`config.mk`:
```
export PLATFORM = sky130hd
export DESIGN_NAME = srcc_top
export DESIGN_NICKNAME = d
export VERILOG_FILES = /design/src/hw/srcc_pkg.sv /design/src/hw/srcc_top.sv
export SDC_FILE = /design/constraint.sdc
export NUM_CORES = 1
export LEC_CHECK = 0
export ABC_AREA = 0
export BUFFER_PORTS_ARGS = -buffer_cell sky130_fd_sc_hd__buf_2
export CORE_ASPECT_RATIO = 1.1
export CORE_MARGIN = 2
export CORE_UTILIZATION = 51
export DETAILED_ROUTE_END_ITERATION = 16
export GPL_TIMING_DRIVEN = 0
export PLACE_DENSITY = 0.79
export SETUP_SLACK_MARGIN = 0.15
export SYNTH_ARGS = -nofsm -noshare
export SYNTH_HDL_FRONTEND = slang
export SYNTH_SLANG_ARGS = --single-unit
export TNS_END_PERCENT = 30
```
`constraint.sdc`:
```
create_clock -name clk -period 2.9 [get_ports clk]
set_input_delay 0 -clock clk [delete_from_list [all_inputs] [get_ports clk]]
set_output_delay 0 -clock clk [all_outputs]
set_load 0.01 [all_outputs]
```
`src/hw/srcc_pkg.sv`:
```
package srcc_pkg;
  // ****************************************************************
  // register map
  // ****************************************************************
  localparam logic [31:0] SRCC_CLOCK_CONTROL_ADDR     = 32'hffffffd0;
  localparam logic [31:0] SRCC_EXCEPTION_CONTROL_ADDR = 32'hffffffe0;
  localparam logic [31:0] SRCC_EXCEPTION_STATUS_ADDR  = 32'hffffffe4;

  // ****************************************************************
  // field positions
  // ****************************************************************
  localparam int SRCC_DIV_LSB      = 8;
  localparam int SRCC_SRC_LSB      = 5;
  localparam int SRCC_LEVEL_BIT    = 3;
  localparam int SRCC_SOFTWARE_RESET_FLAG_LSB    = 14;
  localparam int SRCC_PERIPH_OVR   = 2;
  localparam int SRCC_MEM_OVR      = 1;
  localparam int SRCC_ADDR_OVR     = 0;
  localparam int SRCC_FLAG_POWER   = 15;
  localparam int SRCC_FLAG_CLK     = 14;
  localparam int SRCC_FLAG_WDOG    = 13;
  localparam int SRCC_FLAG_MODE    = 12;
  localparam int SRCC_FLAG_ADDR    = 11;
  localparam int SRCC_FLAG_ACCESS  = 10;
  localparam int SRCC_FLAG_PERIPH  = 9;
  localparam int SRCC_FLAG_MAP     = 8;
  localparam int SRCC_FLAG_SW      = 7;

  // ****************************************************************
  // masks, reset values and counts
  // ****************************************************************
  localparam logic [15:0] SRCC_CLOCK_CONTROL_MASK = 16'h0368;
  localparam logic [15:0] SRCC_EXC_CTRL_MASK      = 16'h0007;
  localparam logic [15:0] SRCC_STATUS_MASK        = 16'hff80;
  localparam logic [1:0]  SRCC_SOFTWARE_RESET_FLAG_IDLE         = 2'h1;
  localparam logic [15:0] SRCC_CLOCK_CONTROL_RST  = 16'h0000;
  localparam logic [15:0] SRCC_EXC_CTRL_RST       = 16'h0000;
  localparam logic [15:0] SRCC_STATUS_RST         = 16'h0000;
  localparam logic [1:0]  SRCC_CLK_WAIT           = 2'h1;
  localparam logic [2:0]  SRCC_SOFTWARE_RESET_FLAG_PULSE        = 3'h4;
  localparam logic [2:0]  SRCC_HTRANS_NONSEQ      = 3'h2;

  typedef enum logic [1:0] {
    SRCC_SRC_LEVEL,
    SRCC_SRC_INTERFACE_CLOCK,
    SRCC_SRC_MCLK,
    SRCC_SRC_SYSTEM_CLOCK
  } srcc_src_t;

  // one pending bus transfer
  typedef struct packed {
    logic        valid;
    logic        write;
    logic        priv;
    logic [31:0] addr;
    logic [3:0]  lanes;
  } srcc_xfer_t;

  // violation and reset event inputs
  typedef struct packed {
    logic clock_fail;
    logic watchdog;
    logic bad_mode;
    logic bad_address;
    logic bad_access;
    logic periph_violation;
    logic map_overlap;
  } srcc_events_t;
endpackage : srcc_pkg

```
`src/hw/srcc_top.sv`:
```
// Chosen here: register access over AHB-Lite.
module srcc_top
  import srcc_pkg::*;
(
  // clock and power-on reset
  input  wire logic        clk,
  input  wire logic        resetn,
  // ahb-lite slave
  input  wire logic        hsel,
  input  wire logic [31:0] haddr,
  input  wire logic [1:0]  htrans,
  input  wire logic        hwrite,
  input  wire logic [2:0]  hsize,
  input  wire logic [3:0]  hprot,
  input  wire logic [31:0] hwdata,
  input  wire logic        hready,
  output logic      [31:0] hrdata,
  output logic             hreadyout,
  output logic             hresp,
  // event inputs, asynchronous to clk
  input  wire srcc_events_t events_in,
  input  wire logic        test_reset,
  // clock sources for the output pin
  input  wire logic        interface_clock,
  input  wire logic        processor_clock,
  // outputs
  output logic      [1:0]  mclk_div_sel,
  output logic             clock_out_pin,
  output logic             global_reset,
  output logic             violation_reset
);

  // ****************************************************************
  // state
  // ****************************************************************
  typedef struct packed {
    srcc_xfer_t   xfer;
    logic [1:0]   wait_cnt;
    logic [15:0]  clock_control;
    logic [15:0]  exc_ctrl;
    logic [15:0]  status;
    logic         por_seen;
    logic [2:0]   software_reset_flag_cnt;
    srcc_events_t ev_meta;
    srcc_events_t ev_sync;
    logic [1:0]   trst_sync;
    logic [1:0]   interface_clock_sync;
    logic [1:0]   mclk_sync;
    logic         sys_div;
    logic [31:0]  hrdata;
    logic         hreadyout;
    logic         clk_out;
    logic         gbl_rst;
    logic         vio_rst;
  } srcc_state_t;

  srcc_state_t st;
  srcc_state_t next_st;

  // byte lanes of a write from size and address
  function automatic logic [3:0] srcc_lanes(input logic [2:0] sz, input logic [1:0] a);
    logic [3:0] l;
    l = 4'h0;
    unique case (sz)
      3'h0:    l = 4'h1 << a;
      3'h1:    l = a[1] ? 4'hc : 4'h3;
      default: l = 4'hf;
    endcase
    return l;
  endfunction : srcc_lanes

  // register read mux; reserved bits read zero, reset field reads idle
  function automatic logic [15:0] srcc_read(input logic [31:0] a, input logic [15:0] cc,
                                            input logic [15:0] ec, input logic [15:0] sr);
    logic [15:0] r;
    r = 16'h0000;
    unique case (a)
      SRCC_CLOCK_CONTROL_ADDR:     r = cc & SRCC_CLOCK_CONTROL_MASK;
      SRCC_EXCEPTION_CONTROL_ADDR: r = {SRCC_SOFTWARE_RESET_FLAG_IDLE, 14'h0000} |
                                       (ec & SRCC_EXC_CTRL_MASK);
      SRCC_EXCEPTION_STATUS_ADDR:  r = sr & SRCC_STATUS_MASK;
      default:                     r = 16'h0000;
    endcase
    return r;
  endfunction : srcc_read

  // expand low two lanes into a 16-bit bit mask
  function automatic logic [15:0] srcc_bitmask(input logic [3:0] l);
    return {{8{l[1]}}, {8{l[0]}}};
  endfunction : srcc_bitmask

  // ****************************************************************
  // next state
  // ****************************************************************
  always_comb begin
    logic [15:0]  wd;
    logic [15:0]  bm;
    logic         take;
    logic         fin;
    logic [15:0]  rd;
    logic         ovr_on;
    srcc_events_t e;
    logic [15:0]  set;
    logic         swreq;
    wd      = 16'h0000;
    bm      = 16'h0000;
    rd      = 16'h0000;
    set     = 16'h0000;
    swreq   = 1'b0;
    next_st = st;
    // pins into two-stage synchronisers
    next_st.ev_meta   = events_in;
    next_st.ev_sync   = st.ev_meta;
    next_st.trst_sync = {st.trst_sync[0], test_reset};
    next_st.interface_clock_sync = {st.interface_clock_sync[0], interface_clock};
    next_st.mclk_sync = {st.mclk_sync[0], processor_clock};
    next_st.sys_div   = ~st.sys_div;
    e                 = st.ev_sync;
    ovr_on            = st.trst_sync[1];

    // address phase capture
    take = hsel && hready && htrans[1];
    fin  = st.xfer.valid && (st.wait_cnt == 2'h0);
    if (take) begin
      next_st.xfer.valid = 1'b1;
      next_st.xfer.write = hwrite;
      next_st.xfer.priv  = hprot[1];
      next_st.xfer.addr  = {haddr[31:2], 2'b00};
      next_st.xfer.lanes = srcc_lanes(hsize, haddr[1:0]);
      // clock control holds the data phase one extra cycle
      next_st.wait_cnt   = ({haddr[31:2], 2'b00} == SRCC_CLOCK_CONTROL_ADDR) ?
                           SRCC_CLK_WAIT : 2'h0;
      next_st.hreadyout  = ({haddr[31:2], 2'b00} != SRCC_CLOCK_CONTROL_ADDR);
    end else if (st.xfer.valid && !fin) begin
      next_st.wait_cnt  = st.wait_cnt - 2'h1;
      next_st.hreadyout = (st.wait_cnt == 2'h1);
    end else if (fin) begin
      next_st.xfer.valid = 1'b0;
      next_st.hreadyout  = 1'b1;
    end

    // write in the last data cycle, byte lanes honoured
    if (fin && st.xfer.write) begin
      wd = hwdata[15:0];
      bm = srcc_bitmask(st.xfer.lanes);
      unique case (st.xfer.addr)
        SRCC_CLOCK_CONTROL_ADDR: begin
          next_st.clock_control = ((st.clock_control & ~bm) | (wd & bm)) &
                                  SRCC_CLOCK_CONTROL_MASK;
        end
        SRCC_EXCEPTION_CONTROL_ADDR: begin
          // unprivileged writes are dropped silently, bus still says okay
          if (st.xfer.priv) begin
            next_st.exc_ctrl = ((st.exc_ctrl & ~bm) | (wd & bm)) & SRCC_EXC_CTRL_MASK;
            if (bm[15] && wd[15:14] != SRCC_SOFTWARE_RESET_FLAG_IDLE) begin
              swreq = 1'b1;
            end
          end
        end
        SRCC_EXCEPTION_STATUS_ADDR: begin
          // zero in an enabled lane clears, one keeps
          next_st.status = st.status & ~(bm & ~wd) & SRCC_STATUS_MASK;
        end
        default: ;
      endcase
    end

    // event flags; a set wins over a clear in the same cycle
    set[SRCC_FLAG_POWER]  = !st.por_seen;
    set[SRCC_FLAG_CLK]    = e.clock_fail;
    set[SRCC_FLAG_WDOG]   = e.watchdog;
    set[SRCC_FLAG_MODE]   = e.bad_mode;
    set[SRCC_FLAG_ADDR]   = e.bad_address;
    set[SRCC_FLAG_ACCESS] = e.bad_access;
    set[SRCC_FLAG_PERIPH] = e.periph_violation;
    set[SRCC_FLAG_MAP]    = e.map_overlap;
    set[SRCC_FLAG_SW]     = swreq;
    next_st.status   = next_st.status | set;
    next_st.por_seen = 1'b1;

    // software reset pulse; flags live outside its reach
    if (swreq) begin
      next_st.software_reset_flag_cnt = SRCC_SOFTWARE_RESET_FLAG_PULSE;
    end else if (st.software_reset_flag_cnt != 3'h0) begin
      next_st.software_reset_flag_cnt = st.software_reset_flag_cnt - 3'h1;
    end
    next_st.gbl_rst = (next_st.software_reset_flag_cnt != 3'h0) || e.watchdog || e.clock_fail;

    // violation response with test-only overrides
    next_st.vio_rst = (e.periph_violation &&
                       !(ovr_on && st.exc_ctrl[SRCC_PERIPH_OVR])) ||
                      (e.bad_access &&
                       !(ovr_on && st.exc_ctrl[SRCC_MEM_OVR])) ||
                      (e.bad_address &&
                       !(ovr_on && st.exc_ctrl[SRCC_ADDR_OVR])) ||
                      e.map_overlap || e.bad_mode;

    // read data registered at the address phase so it stands through the data phase;
    // taken from the stored-next values so a write just ahead is already visible
    rd = srcc_read({haddr[31:2], 2'b00}, next_st.clock_control, next_st.exc_ctrl,
                   next_st.status);
    if (take && !hwrite) begin
      next_st.hrdata = {16'h0000, rd};
    end

    // clock output mux; level source is static
    unique case (srcc_src_t'(st.clock_control[SRCC_SRC_LSB +: 2]))
      SRCC_SRC_LEVEL:  next_st.clk_out = st.clock_control[SRCC_LEVEL_BIT];
      SRCC_SRC_INTERFACE_CLOCK:   next_st.clk_out = st.interface_clock_sync[1];
      SRCC_SRC_MCLK:   next_st.clk_out = st.mclk_sync[1];
      SRCC_SRC_SYSTEM_CLOCK: next_st.clk_out = st.sys_div;
    endcase
  end

  // ****************************************************************
  // registers; only power-on reset clears the flags
  // ****************************************************************
  always_ff @(posedge clk or negedge resetn) begin
    if (!resetn) begin
      st               <= '0;
      st.hreadyout     <= 1'b1;
      st.clock_control <= SRCC_CLOCK_CONTROL_RST;
      st.exc_ctrl      <= SRCC_EXC_CTRL_RST;
      st.status        <= SRCC_STATUS_RST;
      st.gbl_rst       <= 1'b1;
    end else begin
      st <= next_st;
    end
  end

  // ****************************************************************
  // outputs straight from flops, hresp tied to okay
  // ****************************************************************
  assign hrdata          = st.hrdata;
  assign hreadyout       = st.hreadyout;
  assign hresp           = 1'b0;
  assign mclk_div_sel    = st.clock_control[SRCC_DIV_LSB +: 2];
  assign clock_out_pin   = st.clk_out;
  assign global_reset    = st.gbl_rst;
  assign violation_reset = st.vio_rst;

endmodule : srcc_top

```
Word level (Yosys, flattened, before mapping)
Index checks and enable logic that the tools add are counted.
- $add $sub $neg: 2
- equality and inequality tests: 14
- reduce and logical (&&, ||, !) cells: 34
- shifts and indexed selects: 1
- bitwise gates (word level): 12
- mux-type cells: 24
- operators with widths (kind ; number):
    $eq 30x30->1 const B ; 6
    $pmux 16 s3 ; 1
    $mux 42 ; 1
    $and 16x16->16 ; 2
    $mux 16 ; 2
    $not 16->16 ; 2
    $ne 30x30->1 const B ; 1
    $and 10x10->10 ; 2
    $or 16x16->16 ; 1
    $logic_and 1x1->1 ; 13
    $mux 1 ; 11
    $mux 10 ; 1
    $not 10->10 ; 1
    $or 10x10->10 ; 1
    $mux 3 ; 3
    $reduce_bool 3->1 ; 3
    $logic_not 1->1 ; 6
    $logic_or 1x1->1 ; 6
    $mux 2 ; 3
    $eq 2x1->1 const B ; 2
    $eq 2x2->1 const B ; 2
    $logic_not 2->1 ; 2
    $pmux 1 s4 ; 1
    $pmux 2 s2 ; 1
    12 further kinds ; 13
- logic and storage cells: 121
- bits of input ports: 88
- register bits after elaboration: 106
- output and inout port bits: 39

Logic depth before layout (Yosys ltp)
Gate-level depths: netlist (run 1).
- word-level depth: 10
- depth in mapped cells: 9
- depth with buffers taken out: 7

Worst setup path after synthesis (run 1)
Ideal clock, no wire load.
- path kind: register to register
- start: register st[109] (netlist bit)
- end: register st, in the netlist hrdata[0]
- path buffers: 0
- cell stages (with the launch flop): 8
- path slack: 471 ps
- arrival time: 2307 ps
- setup time: 122 ps
- path through: dfrtp_1 inv_1 ha_1 nand4_1 or4_1 nor4_1 mux2_2 a32o_1
- RTL lines (element ; line ; source):
    from (decl) ; srcc_top.sv:57 ; srcc_state_t st;
    from (signal assigned) ; srcc_top.sv:227 ; st <= next_st;

==> out/results.ini, run 1 <==
[final_layout]
final_cell_mix = nand2_1, dfrtp_1, buf_2, dlygate4sd3_1, buf_4
multiInputGateArea_um2 = 1510
antenna_cells = 0
fillers = 599
final_common_cell = nand2_1
seq_area_um2 = 2450
area_delta_synth_final_pct = 36.7
drive_gt1_share_pct = 27.7
design_area_um2 = 5780
final_nets = 682

[timing]
tightest_slew_ps = 777
fmax_mhz = 377
period_needed_ps = 2650
fin_skew_ps = 14.4
slew_headroom_pct = 47.8
rsz0062_at_grt = true
setup-violations-final = 0
fin_setup_tns_ps = 0
hold_viol = 0
drv_slew = 0
fin_crit_sh_pct = 91.4

[die]
initial_core_util_pct = 52.9
ioPinCount = 127
core_area_um2 = 8000
die_x_um = 90.8
die_area_um2 = 9030
die_h_um = 99.5
std_cell_rows = 34

[placement]
postPlaceCellArea_um2 = 4890
portBuffers = 87
gp_congestion = 0.856
dp_hpwl_mm = 6.64

[grt]
grt_use_met3_pct = 3.71
grt_overflow_total = 0
grt_pass1_wl_mm = 17.2
busiest_layer = met2
grt_start_max_net_pins = 58
grt_antenna_before_repair = 0
use_met1_pct = 29.7
grtUsageMet2_pct = 42.5
grt_pass1_vias = 3747
track_usage_pct = 24.2

[synth]
synth.yosys.warnings = 0
synth_top_cell_by_area = dfrtp_1
netlist.area_leader.share_pct = 56.8
netlist_top_cells_area = dfrtp_1, nand2_1, buf_4, o21ai_0, nand4_1
synth_edf_count = 0
syn_area_per_cell_um2 = 10.3
ys_ff_latch = 98
synthFlopType = dfrtp_1
synth_cell_types = 47
postSynth.asyncResetShare_pct = 100
ys_seq_area_share_pct = 58.1
netlist_area_um2 = 4230
syn_inst = 411

[clock_network]
clk_latency_ps = 360
clockBufferDepth = 2
cts_root_buf = clkbuf_8
tritoncts = yes
clkTransAtPathRegs_ps = 90
numCtsBuffers = 9
clkSinkCount = 98
htree_num_levels = 3

[setup_path]
worst_ep_arrival_time_ps = 2890
rr_worst_depth = 7
critPathCaptureType = flop
critPathMaxFanout = 4
worst_setup_path_start_kind = flop
worstPathRequired_ps = 3140
crit_type = flop to flop

[route]
vias_per_cell = 5.03
first_pass_iters = 4
drc = 0
ant_nets = 0
routed_wl_mm = 10.1
vias = 3523
wl_per_cell_um = 14.5
drt_iter0_drc = 169

[flow_run]
drv_cap = 0

[pwr]
power_density_nw_per_um2 = 518
p_leak_nw = 2.88
irDropWorstVdd_mv = 0.280

[run_status]
outcome = complete, no violations

[hold_path]
hold_class = primary input to flop
holdPathStages = 4

worst max-delay path, stage by stage (launching register included):
cell and delay, ps:
dfrtp_1 410, inv_2 90, ha_4 140, nand4_1 140, or4_1 600, nor4_2 520
mux2_2 420, a32o_1 220
through the flow:
step           util (%)  hold WS, ps  worst slack [ps]  instances  power [mW]
4_1_cts            71.7         65.9              64.3        700        2.97
5_1_grt            72.2          147               110        701        3.13
2_1_floorplan         -         -296               471        428        1.78
3_3_place_gp       60.8          109              99.3        623        1.91
3_5_place_dp       61.2         23.0            -0.648        624        1.94
6_report           72.2         97.6               249        701        2.99
cells by family (layout without fill, tap and decap cells):
kind of cell | Yosys count | in the layout | synth area share, %
xor gates and xnor gates | 2 | 2 | 0.414
DFF | 98 | 98 | 58.1
other | 2 | 19 | 0.178
muxes | 9 | 9 | 2.60
buffers and inverters | 62 | 227 | 8.82
adders and majority gates | 5 | 5 | 1.48
AOI/OAI and AO/OA | 45 | 45 | 7.10
and+or+nand+nor | 188 | 188 | 21.3
area by class of cell:
class	instances	area share [%]
Buffer	47	5.48
Clock buffer	11	2.62
Clock inverter	4	1.30
Inverter	15	0.974
Multi-Input combinational cell	268	26.1
Sequential cell	98	42.5
Tap cell	108	2.34
Timing Repair Buffer	150	18.8
power by group:
part / internal (mW) / total [mW] / switching (mW) / leakage [nW]
combinational: 0.225 / 0.448 / 0.223 / 1.57
clock: 0.528 / 0.974 / 0.445 / 0.108
sequential: 1.49 / 1.57 / 0.0793 / 1.20
synth_stat cells, types with 2 or more instances:
master / count
dfstp_2: 2
mux2_2: 6
a32o_1: 6
dfrtp_1: 96
inv_1: 15
a22oi_1: 2
and3_1: 2
a211oi_1: 2
nand4b_1: 3
conb_1: 2
nand2_1: 115
o21ai_0: 19
clkbuf_1: 9
a21oi_1: 6
nor3_1: 6
or2_2: 5
nand4_1: 11
nor2b_1: 3
nand2b_1: 10
o311ai_1: 2
ha_1: 5
or4_1: 4
nand3b_1: 3
nor3b_1: 4
nor2_1: 6
o211ai_1: 2
nor4_1: 8
buf_4: 35
mux2i_1: 2
nand3_1: 3
metal layers:
layer  up-vias  wire length, µm
li1       1691                -
met1      1703             4160
met2       104             5250
met3        25              434
met4         0              295
met5         -                0
final timing paths:
kind	to	start	slack, ps
max	hrdata[6]	st[110]	250
min reg2reg	st[49]	next_st[49]	350
min	st[112]	haddr[1]	100
max reg2reg	hrdata[6]	st[110]	250
max in group asynchronous	global_reset	resetn	2050
min in group asynchronous	st[118]	resetn	170
repair_timing:
| action | in CTS | in global routing |
|---|---|---|
| endpoints found under the setup margin | 6 | 10 |
| gates resized for setup | 1 | 6 |
| buffers inserted | 0 | 1 |
| hold buffers | 61 | 0 |
| pin swaps | 0 | 2 |
| hold endpoints to repair | 111 | 0 |
sequential cells by signal, summed over array words and instances (netlist names):
signal and count:
st 67, hrdata 15, next_st 10, mclk_div_sel 2, clock_out_pin 1, global_reset 1, hreadyout 1, violation_reset 1
(Power assumes the default switching activity.)
==> inputs of run 2 (changes only) <==
--- a/config.mk
+++ b/config.mk
@@ -7,12 +7,14 @@
 export LEC_CHECK = 0
 export ABC_AREA = 0
 export BUFFER_PORTS_ARGS = -buffer_cell sky130_fd_sc_hd__buf_2
+export CELL_PAD_IN_SITES_DETAIL_PLACEMENT = 0
+export CELL_PAD_IN_SITES_GLOBAL_PLACEMENT = 2
 export CORE_ASPECT_RATIO = 1.1
 export CORE_MARGIN = 2
-export CORE_UTILIZATION = 51
+export CORE_UTILIZATION = 31
 export DETAILED_ROUTE_END_ITERATION = 16
 export GPL_TIMING_DRIVEN = 0
-export PLACE_DENSITY = 0.79
+export PLACE_DENSITY_LB_ADDON = 0.1
 export SETUP_SLACK_MARGIN = 0.15
 export SYNTH_ARGS = -nofsm -noshare
 export SYNTH_HDL_FRONTEND = slang
==> out/results.ini, run 2 (same netlist as run 1, synthesis figures left out) <==
[grt]
grt_pass1_vias = 3524
grt_pass1_wl_mm = 17.7
grt_antenna_before_repair = 0
grt_start_max_net_pins = 53
grt_overflow_total = 0
track_usage_pct = 15.9

[pwr]
irDropWorstVdd_mv = 0.293
p_leak_nw = 2.92
p_total_mw = 3.20
power_density_nw_per_um2 = 536

[timing]
rsz0062_at_grt = true
period_needed_ps = 2750
fin_setup_tns_ps = 0
tightest_slew_ps = 822
slew_headroom_pct = 44.8
drv_slew = 0
fin_skew_ps = 5.49
fmax_mhz = 363
setup-violations-final = 0
worst_hold_slack_ps = 85.1
hold_viol = 0
worst_slack_ps = 149
fin_crit_sh_pct = 94.9

[die]
die_area_um2 = 14600
die_h_um = 126
ioPinCount = 127
die_x_um = 115
std_cell_rows = 44
initial_core_util_pct = 31.9
core_area_um2 = 13300

[final_layout]
fillers = 1279
drive_gt1_share_pct = 27.5
top_register = st
seq_area_um2 = 2450
area_delta_synth_final_pct = 41.0
final_common_cell = nand2_1
final_nets = 681
multiInputGateArea_um2 = 1520
final_cell_mix = nand2_1, dfrtp_1, buf_2, dlygate4sd3_1, buf_4
final_util_pct = 44.9
antenna_cells = 0
largest_reg_flops = 67

[placement]
gp_congestion = 0.779
portBuffers = 87
dp_hpwl_mm = 7.59
place_ws_ps = -113

[clock_network]
htree_num_levels = 3
clkTransAtPathRegs_ps = 60
numCtsBuffers = 9
cts_root_buf = clkbuf_16
clockBufferDepth = 2
clk_latency_ps = 350
clkSinkCount = 98
tritoncts = yes

[route]
vias = 3416
ant_nets = 0
drt_iter0_drc = 167
routed_wl_mm = 10.9
wl_per_cell_um = 14.1
drc = 0
first_pass_iters = 4
vias_per_cell = 4.40

[setup_path]
critPathCaptureType = flop
worst_ep_arrival_time_ps = 2980
crit_start = st[109]
critPathMaxFanout = 4
crit_type = flop to flop
r2r_start = st[109]
worstPathRequired_ps = 3130
worst_setup_path_start_kind = flop

[hold_path]
hp-start = haddr[1]
hold_class = primary input to flop

[run_status]
outcome = complete, no violations

[flow_run]
drv_cap = 0

[run 2: changes by cell type in the layout (fill, tap and decap cells not counted), sizes merged]
cell,change
clkinv,+1
clkbuf,+3
buf,-1
clkinvlp,-2
bufinv,-1
[run 2: path summary, 6_finish.rpt]
kind / slack (ps) / to / cells past startpoint
setup / recovery: 150 / hrdata[2] / 7
hold / removal: 90 / st[112] / 4
setup reg to reg: 150 / hrdata[2] / 7
hold reg to reg: 350 / st[48] / 0
max in group asynchronous: 1950 / hreadyout / 3
min in group asynchronous: 220 / st[75] / 2
[run 2: power breakdown]
part | internal, mW | switching [mW] | leakage [nW]
Combinational | 0.206 | 0.200 | 1.57
Clock | 0.716 | 0.500 | 0.147
Sequential | 1.49 | 0.0820 | 1.20
Total | 2.41 | 0.783 | 2.92
[run 2: repair_timing]
action | CTS | global route
hold endpoints to repair | 115 | 0
hold buffers | 61 | 0
endpoints found under the setup margin | 10 | 14
buffers inserted | 0 | 0
gates resized for setup | 3 | 9
[run 2: critical path: stages (launching register included)]
cell and delay [ps]:
dfrtp_1 410, inv_1 70, ha_2 180, nand4_1 150
or4_1 650, nor4_2 520, mux2_2 410, a32o_1 230
[run 2: final cells by class]
type	instances	area share (%)
Inverter	15	0.945
Buffer	47	5.42
Clock buffer	14	4.43
Timing Repair Buffer	149	18.1
Multi-Input combinational cell	268	25.5
Sequential cell	98	41.2
Tap cell	184	3.86
Clock inverter	2	0.588
[run 2: metrics by stage]
step           area, µm²  cells
2_1_floorplan       4290    428
3_3_place_gp        4960    699
3_5_place_dp        4990    700
4_1_cts             5920    777
5_1_grt             5960    777
6_report            5960    777
[run 2: per-layer routing]
metal  track usage [%]  up-vias  part of all wire (%)
met5                 0        -                     0
met4              7.51        0                   2.3
met3              3.06       16                   3.2
met2              26.5       68                    51
met1              19.8     1642                    44
li1                  -     1690                     -
